--- src/pkg/lh_reset_pkg.sv ---
package lh_reset_pkg;

    // Channel count and the two auto-configuring channels
    localparam int NUM_CH = 8;
    localparam int CH_AUTO_A = 4;
    localparam int CH_AUTO_B = 5;

    // Input routing selection per channel (2 bits each)
    localparam logic [1:0] ROUTE_OFF = 2'h0;
    localparam logic [1:0] ROUTE_IN_A = 2'h1;
    localparam logic [1:0] ROUTE_IN_B = 2'h2;
    localparam logic [1:0] ROUTE_ON = 2'h3;

    // Reset values
    localparam logic [7:0] CTRL_RESET = 8'h00;
    localparam logic [15:0] ROUTE_RESET = 16'h0000;
    localparam logic [7:0] DIAG_RESET = 8'h00;

    // Standard diagnostic frame layout: fault flag, limp-home bit, diag flags
    localparam int FRAME_W = 10;
    localparam int FRAME_FAULT_POS = 9;
    localparam int FRAME_LIMP_POS = 8;

    // Operating modes
    typedef enum logic [1:0] {
        MODE_SLEEP,
        MODE_NORMAL,
        MODE_LIMP
    } mode_t;

    // Host write request carried as one unit
    typedef struct packed {
        logic wr_ctrl;
        logic wr_route;
        logic cmd_reset;
        logic [7:0] ctrl;
        logic [15:0] route;
    } host_req_t;

    // Supply monitor levels
    typedef struct packed {
        logic vbb_ok;
        logic vdd_ok;
    } supply_t;

endpackage : lh_reset_pkg

--- src/rtl/reset_source.sv ---
`timescale 1ns/100ps

// Merges the reset sources into one synchronous hold level
module reset_source
(
    input wire logic mclk_in,                         // System clock
    input wire logic rst_in,                          // Async reset
    input wire lh_reset_pkg::supply_t supply_in,      // Supply monitor levels
    input wire logic cmd_reset_in,                    // Accepted reset command
    input wire logic limp_entry_in,                   // Limp-home entry pulse
    output logic uv_active_out,                       // Undervoltage reset held
    output logic reset_hold_out                       // Any reset this cycle
);

    ////////////////////////////////////////////////////////////////////////////
    // Undervoltage holds until every supply is good
    always_ff @(posedge mclk_in or posedge rst_in)
    begin
        if (rst_in)
            uv_active_out <= 1'b1;
        else
            uv_active_out <= !(supply_in.vbb_ok && supply_in.vdd_ok);
    end

    // Command and limp entry are one-cycle resets; undervoltage persists
    always_comb
    begin
        reset_hold_out = uv_active_out || cmd_reset_in || limp_entry_in;
    end

endmodule : reset_source

--- src/rtl/limp_home_and_reset_control.sv ---
`timescale 1ns/100ps

// Function
// Limp-home pin high forces fail-safe mode
// Limp-home entry clears writable configuration registers
// Direct inputs drive channels 4, 5 in limp-home
// Limp-home pin wakes device from standby
// Leaving limp-home always enters sleep mode
// Any reset turns outputs off, loads defaults; limp pin high keeps channels 4, 5 on the direct inputs
// Any reset sets the frame fault flag
// Undervoltage reads return diagnostic frame with fault
// Undervoltage releases only when all supplies good
// Reset command clears configuration and diagnosis
// Limp-home reads show limp bit and diagnosis
// Limp-home ignores every write and command
// Outputs off, defaults held while reset persists; limp pin high keeps channels 4, 5 on the direct inputs
module limp_home_and_reset_control
(
    input wire logic mclk_in,                          // 100 MHz clock
    input wire logic rst_in,                           // Async reset, active high
    input wire logic limp_home_input_in,               // Limp-home pin
    input wire logic direct_control_input_a_in,        // Direct control input A
    input wire logic direct_control_input_b_in,        // Direct control input B
    input wire lh_reset_pkg::supply_t supply_in,       // Supply monitor levels
    input wire logic wake_in,                          // Host wake request
    input wire logic sleep_in,                         // Host sleep request
    input wire lh_reset_pkg::host_req_t host_req_in,   // Host write or command
    input wire logic read_in,                          // Host frame read strobe
    input wire logic [7:0] diag_event_in,              // Diagnosis event pulses
    output logic [7:0] channel_out,                    // Channel on controls
    output logic [lh_reset_pkg::FRAME_W-1:0] frame_out, // Read response frame
    output logic frame_valid_out,                      // Frame valid pulse
    output lh_reset_pkg::mode_t mode_out,              // Current mode
    output logic [7:0] ctrl_out                        // Control register view
);

    ////////////////////////////////////////////////////////////////////////////
    // Declarations
    lh_reset_pkg::mode_t mode_reg;
    lh_reset_pkg::mode_t mode_next;
    logic limp_prev_reg;
    logic limp_entry;
    logic limp_exit;
    logic uv_active;
    logic reset_hold;
    logic cmd_reset;
    logic writes_ok;
    logic [7:0] ctrl_reg;
    logic [15:0] route_reg;
    logic [7:0] diag_reg;
    logic fault_reg;
    logic [7:0] chan_next;

    // Pick one channel's drive from its routing selection
    function automatic logic route_sel(input logic [1:0] sel, input logic a,
                                       input logic b);
        case (sel)
            lh_reset_pkg::ROUTE_IN_A: route_sel = a;
            lh_reset_pkg::ROUTE_IN_B: route_sel = b;
            lh_reset_pkg::ROUTE_ON: route_sel = 1'b1;
            default: route_sel = 1'b0;
        endcase
    endfunction : route_sel

    ////////////////////////////////////////////////////////////////////////////
    // Limp pin edges; inputs are already synchronous
    always_ff @(posedge mclk_in or posedge rst_in)
    begin
        if (rst_in)
            limp_prev_reg <= 1'b0;
        else
            limp_prev_reg <= limp_home_input_in;
    end

    assign limp_entry = limp_home_input_in && !limp_prev_reg;
    assign limp_exit = !limp_home_input_in && limp_prev_reg;

    // Host writes count only outside limp-home and undervoltage
    assign writes_ok = !limp_home_input_in && !uv_active;
    assign cmd_reset = host_req_in.cmd_reset && writes_ok;

    reset_source u_reset_source
    (
        .mclk_in(mclk_in),
        .rst_in(rst_in),
        .supply_in(supply_in),
        .cmd_reset_in(cmd_reset),
        .limp_entry_in(limp_entry),
        .uv_active_out(uv_active),
        .reset_hold_out(reset_hold)
    );

    ////////////////////////////////////////////////////////////////////////////
    // Mode sequencing
    always_comb
    begin
        mode_next = mode_reg;
        case (mode_reg)
            lh_reset_pkg::MODE_SLEEP:
            begin
                if (limp_home_input_in)
                    mode_next = lh_reset_pkg::MODE_LIMP;
                else if (wake_in && !uv_active)
                    mode_next = lh_reset_pkg::MODE_NORMAL;
            end
            lh_reset_pkg::MODE_NORMAL:
            begin
                if (limp_home_input_in)
                    mode_next = lh_reset_pkg::MODE_LIMP;
                else if (sleep_in)
                    mode_next = lh_reset_pkg::MODE_SLEEP;
            end
            lh_reset_pkg::MODE_LIMP:
            begin
                if (!limp_home_input_in)
                    mode_next = lh_reset_pkg::MODE_SLEEP;
            end
            default: mode_next = lh_reset_pkg::MODE_SLEEP;
        endcase
    end

    always_ff @(posedge mclk_in or posedge rst_in)
    begin
        if (rst_in)
            mode_reg <= lh_reset_pkg::MODE_SLEEP;
        else
            mode_reg <= mode_next;
    end

    ////////////////////////////////////////////////////////////////////////////
    // Configuration registers; limp-home keeps them at default throughout
    always_ff @(posedge mclk_in or posedge rst_in)
    begin
        if (rst_in)
        begin
            ctrl_reg <= lh_reset_pkg::CTRL_RESET;
            route_reg <= lh_reset_pkg::ROUTE_RESET;
        end
        else if (reset_hold || limp_home_input_in)
        begin
            ctrl_reg <= lh_reset_pkg::CTRL_RESET;
            route_reg <= lh_reset_pkg::ROUTE_RESET;
        end
        else if (writes_ok)
        begin
            if (host_req_in.wr_ctrl)
                ctrl_reg <= host_req_in.ctrl;
            if (host_req_in.wr_route)
                route_reg <= host_req_in.route;
        end
    end

    // Diagnosis flags: sticky, cleared by undervoltage or reset command, not limp entry; events still latch in limp
    always_ff @(posedge mclk_in or posedge rst_in)
    begin
        if (rst_in)
            diag_reg <= lh_reset_pkg::DIAG_RESET;
        else if (uv_active || cmd_reset)
            diag_reg <= lh_reset_pkg::DIAG_RESET;
        else
            diag_reg <= diag_reg | diag_event_in;
    end

    ////////////////////////////////////////////////////////////////////////////
    // Fault flag: set by any reset, cleared once reported; set wins over clear
    always_ff @(posedge mclk_in or posedge rst_in)
    begin
        if (rst_in)
            fault_reg <= 1'b1;
        else if (reset_hold)
            fault_reg <= 1'b1;
        else if (read_in)
            fault_reg <= 1'b0;
    end

    // Read response: fault stays set throughout undervoltage
    always_ff @(posedge mclk_in or posedge rst_in)
    begin
        if (rst_in)
        begin
            frame_out <= '0;
            frame_valid_out <= 1'b0;
        end
        else
        begin
            frame_valid_out <= read_in;
            if (read_in)
            begin
                frame_out[lh_reset_pkg::FRAME_FAULT_POS] <= fault_reg || uv_active;
                frame_out[lh_reset_pkg::FRAME_LIMP_POS] <= limp_home_input_in;
                frame_out[7:0] <= diag_reg;
            end
        end
    end

    ////////////////////////////////////////////////////////////////////////////
    // Channel drive from routing, limp-home bypass, reset override
    always_comb
    begin
        chan_next = '0;
        for (int i = 0; i < lh_reset_pkg::NUM_CH; i++)
            chan_next[i] = route_sel(route_reg[2*i +: 2], direct_control_input_a_in,
                                     direct_control_input_b_in);
        if (mode_reg != lh_reset_pkg::MODE_NORMAL)
            chan_next = '0;
        if (limp_home_input_in)
        begin
            // Other channels stay off so only the fail-safe loads run
            chan_next = '0;
            chan_next[lh_reset_pkg::CH_AUTO_A] = direct_control_input_a_in;
            chan_next[lh_reset_pkg::CH_AUTO_B] = direct_control_input_b_in;
        end
        else if (reset_hold)
            chan_next = '0;
    end

    always_ff @(posedge mclk_in or posedge rst_in)
    begin
        if (rst_in)
        begin
            channel_out <= '0;
            mode_out <= lh_reset_pkg::MODE_SLEEP;
            ctrl_out <= lh_reset_pkg::CTRL_RESET;
        end
        else
        begin
            channel_out <= chan_next;
            mode_out <= mode_next;
            ctrl_out <= ctrl_reg;
        end
    end

endmodule : limp_home_and_reset_control

--- config.mk ---
export PLATFORM = sky130hd
export DESIGN_NAME = limp_home_and_reset_control
export DESIGN_NICKNAME = d
export VERILOG_FILES = /design/src/pkg/lh_reset_pkg.sv /design/src/rtl/reset_source.sv /design/src/rtl/limp_home_and_reset_control.sv
export SDC_FILE = /design/constraint.sdc
export NUM_CORES = 1
export LEC_CHECK = 0
export BUFFER_PORTS_ARGS = -buffer_cell sky130_fd_sc_hd__clkbuf_2
export CAP_MARGIN = 15
export CORE_MARGIN = 2
export CORE_UTILIZATION = 56
export CTS_BUF_LIST = sky130_fd_sc_hd__clkbuf_8
export DETAILED_ROUTE_END_ITERATION = 7
export PLACE_DENSITY = 0.9
export SLEW_MARGIN = 0
export SYNTH_ARGS = -nofsm -noshare
export SYNTH_HDL_FRONTEND = slang
export SYNTH_HIERARCHICAL = 1
export SYNTH_SLANG_ARGS = --single-unit
export TNS_END_PERCENT = 20
--- constraint.sdc ---
create_clock -name mclk_in -period 3.68 [get_ports mclk_in]
set_input_delay 0.184 -clock mclk_in [delete_from_list [all_inputs] [get_ports mclk_in]]
set_output_delay 0.184 -clock mclk_in [all_outputs]
set_load 0.1 [all_outputs]
---- Word level (Yosys, flattened, before mapping) ----
Cells that the tools add are included.
storage, ports and cells
  memories ................................ 0
  bits in latches ......................... 0
  output and inout port bits .............. 29
  bits in registers ....................... 64
  logic and storage cells ................. 89
  ROM bits ................................ 0
  bits in writable memories ............... 0
operators by class
  muxes and demuxes ....................... 26
  shifts and indexed selects .............. 0
  eq/ne operators ......................... 30
  $add $sub $neg .......................... 0
  magnitude comparators ................... 0
  divide/modulo/power cells ............... 0
  reduce and logical (&&, ||, !) cells .... 21
  bitwise operators ....................... 1
  $mul .................................... 0
operator list
  cell                  number
  $mux W8               7
  $mux W16              3
  $eq A2 B2 Y1 const B  17
  $pmux W1 S3           8
  $eq A2 B1 Y1 const B  9
  $mux W2               5
  $or A8 B8 Y8          1
  $reduce_bool A2 Y1    4
  $ne A3 B3 Y1 const B  2
  $pmux W2 S3           1
  $logic_and A1 B1 Y1   5
  $logic_not A1 Y1      4
  $logic_or A1 B1 Y1    4
  $reduce_and A2 Y1     2
  $reduce_and A3 Y1     1
  $logic_not A2 Y1      1
  $mux W1               2
  $ne A2 B1 Y1 const B  1
  $ne A2 B2 Y1 const B  1

---- Logic depth before layout (Yosys ltp) ----
  word-level depth ........................ 8
  depth in mapped cells ................... 8
  depth with buffers taken out ............ 6

---- By module ----
Netlist, hierarchy kept.
modules (own cells, without submodules)
  module                       instances  seq. area each (µm²)  cells each  area an instance (µm²)
  limp_home_and_reset_control  1          1577.8                167         2302.2
  reset_source                 1          26.3                  4           40.0

---- Worst setup path after synthesis ----
No wires, ideal clock.
  path type ............................... register to register
  from .................................... reg u_reset_source.uv_active_out
  to ...................................... reg route_reg[12]
  library setup time ...................... 64 ps
  period minus slack after synthesis ...... 2145 ps
  arrival ................................. 2081 ps
  buffers on the path ..................... 2
  slack ................................... 1535 ps
  stages on the path, launching flop included .. 9
  cell sequence ........................... dfstp_2 > inv_1 > and3_1 > or3_1 > or2_1 > buf_6 > nor3b_4 > buf_6 > a22o_2
between the ends
  cells in the longest elaborated chain, start to end .. 8
  elaborated cells between the ends (all ways) .. 10
  classes of those cells .................. mux: 1; reduce/logical: 9
ends and longest elaborated chain
  item                                line                                text
  start, declared                     reset_source.sv:11                  output logic uv_active_out,
  start signal, assigned              reset_source.sv:22                  uv_active_out <= !(supply_in.vbb_ok && supply_in.vdd_ok);
  $logic_not A1 Y1 *                  limp_home_and_reset_control.sv:79   assign writes_ok = !limp_home_input_in && !uv_active;
  $logic_and A1 B1 Y1 *               limp_home_and_reset_control.sv:79
  $logic_and A1 B1 Y1 *               limp_home_and_reset_control.sv:80   assign cmd_reset = host_req_in.cmd_reset && writes_ok;
  via cmd_reset                       limp_home_and_reset_control.sv:46   logic cmd_reset;
  $logic_or A1 B1 Y1 * (2 in series)  reset_source.sv:28                  reset_hold_out = uv_active_out || cmd_reset_in || limp_entry_in;
  via reset_hold                      limp_home_and_reset_control.sv:45   logic reset_hold;
  $logic_or A1 B1 Y1 *                limp_home_and_reset_control.sv:139  else if (reset_hold || limp_home_input_in)
  $reduce_bool A2 Y1 (no line)        n/a
  $reduce_and A2 Y1 (no line)         n/a
  end signal, assigned                limp_home_and_reset_control.sv:137  route_reg <= lh_reset_pkg::ROUTE_RESET;
  end signal, assigned                limp_home_and_reset_control.sv:142  route_reg <= lh_reset_pkg::ROUTE_RESET;
  end signal, assigned                limp_home_and_reset_control.sv:149  route_reg <= host_req_in.route;
  end, declared                       limp_home_and_reset_control.sv:49   logic [15:0] route_reg;
Mark *: on every way through the listed nets, which the timed path passes. The rest lies on a longest branch.
A chain may end at the register's enable or synchronous reset.

---- Final worst setup path ----
  from .................................... reg u_reset_source.uv_active_out
  to ...................................... reg route_reg[14]
The elaborated chain is that of the path after synthesis.

==> results.cfg <==
[setup_path]
cp.required_ns = 3.95
end_kind = flip-flop
worst_path_max_delay_cell = nor3b_4
cpLargestDelayFamily = simple AND/OR/NAND/NOR gates
cp_max_fo = 16
worstReg2RegStart = u_reset_source/uv_active_out
reg2reg_to = route_reg[14]
critPathKind = reg2reg
path_buf_inv = 1
startpoint_type = flip-flop
reg2reg_depth = 6
critPathMaxStageDelay_ns = 0.63
arrival_ns = 2.82
r2r_slack_ns = 1.13
crit_chain = inv_1, and3_1, or3_1, or2_1, nor3b_4, a22o_2
cp.depth = 6

[yosys]
synth_cell_types = 26
synthTopCellsByCount = 62 x dfrtp_1, 12 x a21oi_1, 12 x nor2_1, 10 x a22o_2, 10 x o21a_1
ys_warn_count = 6
yosysTopAreaCell = dfrtp_1
synth_edf_count = 0
synth.avg_cell_area_um2 = 13.7
postSynthNetCount = 216
yosysTopAreaCellShare_pct = 66.2
synth_most_common_cell = dfrtp_1
syn_area_um2 = 2340
yosys_register_bits = 64
yosys-top-cells-area = dfrtp_1 66%, mux2_2 4.3%, a22o_2 4.3%
async_reset_ff_share_pct = 100
ys_seq_area_share_pct = 68.5
syn_inst = 171
synth_flop_cell = dfrtp_1

[flow_run]
cap_violations = 0

[power_and_ir_drop]
p_total_mw = 1.43
leakage_nw = 1.53
p_per_area_nw_per_um2 = 488
ir_drop_mv = 0.311

[sta]
hold_ws_ns = 0.0624
drv_slew = 0
slew_headroom_pct = 43.0
fin_crit_sh_pct = 69.4
skew_ns = 0.00472
tightest_slew_ns = 0.853
rsz0062_at_grt = false
min_period_ns = 2.55
timing_hold_violations_final = 0
fmax_mhz = 391
finalSetupTns_ns = 0
setup_viol = 0

[final_layout]
regArea_um2 = 1600
fillers = 280
insertedDiodeCount = 0
multiInputGateArea_um2 = 668
final_util_pct = 73.4
layout-drive-gt1-share_pct = 43.8
area_growth_syn_to_layout_pct = 25.4
largest_register_ff_count = 16
nets = 296
final_area_um2 = 2940

[clock_tree]
cts_tree = yes
cts_sinks = 64
cts-hold-fix-buffers = 3
cts_max_path_buffers = 2
htreeDepth = 3
cts_made_buffers = 9
post_cts_buffers = 0
cts_resized = 0
clkTransAtPathRegs_ns = 0.07
worstSkewPairLatency_ns = 0.33
cts_root_buf = clkbuf_8

[global_route]
grt_use_total_pct = 23.2
antenna_found_initial = 0
grt_pass1_vias = 1647
grt_pass1_wl_mm = 7.61
overflow = 0
grt_max_degree = 38

[route]
routed_wl_mm = 4.63
wire_per_inst_um = 15.1
drc_errors = 0
initialDrtViolationCount = 101
routed_via_density = 5.25
ant_nets = 0
vias = 1606
first_pass_iters = 4

[die]
row_count = 23
die_x_um = 68.7
initial_utilization_pct = 58.6
dieArea_um2 = 4720
dieHeight_um = 68.7
core_um2 = 4000
ioPinCount = 74

[hold_path]
hold_path_depth = 2
hp-class = in2reg
hp-start = diag_event_in[6]
holdPathEnd = diag_reg[6]

[placed_design]
dpl_cell_area_um2 = 2730
port-buffer-count = 73
dp_hpwl_mm = 3.33
gp_congestion = 0.746

[run_status]
outcome = complete, no violations
==> worst max path at each step <==
stage	startpoint	slack, ns	end
2_1_floorplan	u_reset_source/uv_active_out	1.54	route_reg[12]
3_3_place_gp	u_reset_source/uv_active_out	1.26	route_reg[7]
3_5_place_dp	u_reset_source/uv_active_out	1.16	route_reg[14]
4_1_cts	u_reset_source/uv_active_out	1.14	route_reg[14]
5_1_grt	u_reset_source/uv_active_out	1.00	route_reg[9]
6_report	u_reset_source/uv_active_out	1.13	route_reg[14]
==> final cells by class <==
type | instances | area share [%]
tap | 50 | 2.13
timing repair buffer | 77 | 13.7
inverter | 5 | 0.639
clock inverter | 7 | 1.96
sequential | 64 | 54.6
multi-input combinational | 94 | 22.7
clock buffer | 9 | 4.22
==> cell families after synthesis <==
group | synth area share [%]
multiplexers | 7.75
flip-flops | 68.5
buffers and inverters | 2.99
AND/OR/NAND/NOR | 6.09
AO/OA/AOI/OAI | 14.7
==> layer usage <==
layer | GRT usage (%) | up-vias | wire [um]
li1 | - | 756 | -
met3 | 5.52 | 8 | 366
met1 | 29.9 | 774 | 1940
met4 | 13.0 | 0 | 68
met5 | 0 | - | 0
met2 | 36.2 | 68 | 2250
==> through the flow <==
step	cells	setup WS [ns]
5_1_grt	306	1.00
3_3_place_gp	287	1.26
2_1_floorplan	171	1.54
3_5_place_dp	287	1.16
4_1_cts	306	1.14
6_report	306	1.13
==> power by group <==
group / internal [mW] / switching (mW)
Clock: 0.302 / 0.242
Sequential: 0.721 / 0.00972
Combinational: 0.0405 / 0.117
==> cell usage in the layout (no fill, tap or decap) <==
| cell type | count |
|---|---|
| bufinv_16 | 1 |
| a21o_1 | 1 |
| buf_4 | 1 |
| inv_2 | 1 |
| dlygate4sd3_1 | 3 |
| nor3b_4 | 1 |
| and3_1 | 1 |
| nor2_1 | 12 |
| a21oi_1 | 12 |
| nor3_1 | 1 |
| o21ai_0 | 8 |
| mux2_2 | 9 |
| clkinv_2 | 4 |
| clkbuf_8 | 9 |
| or3_1 | 1 |
| a21oi_2 | 1 |
| o21a_1 | 10 |
| nor2b_1 | 2 |
| inv_1 | 6 |
| a22o_2 | 10 |
| dfrtp_1 | 62 |
| or3b_1 | 1 |
| a22o_1 | 6 |
| mux2i_1 | 8 |
| clkbuf_2 | 73 |
| dfstp_2 | 2 |
| or2_1 | 1 |
| nand2_1 | 9 |
==> worst reg2reg max path: cells and delay by family, from the launching register on <==
kind                   cells  cell delay [ns]
AND/OR/NAND/NOR            4             1.52
AO/OA/AOI/OAI              1             0.25
buffers and inverters      1             0.10
flip-flops                 1             0.61
Power figures use the tool's default switching activity.
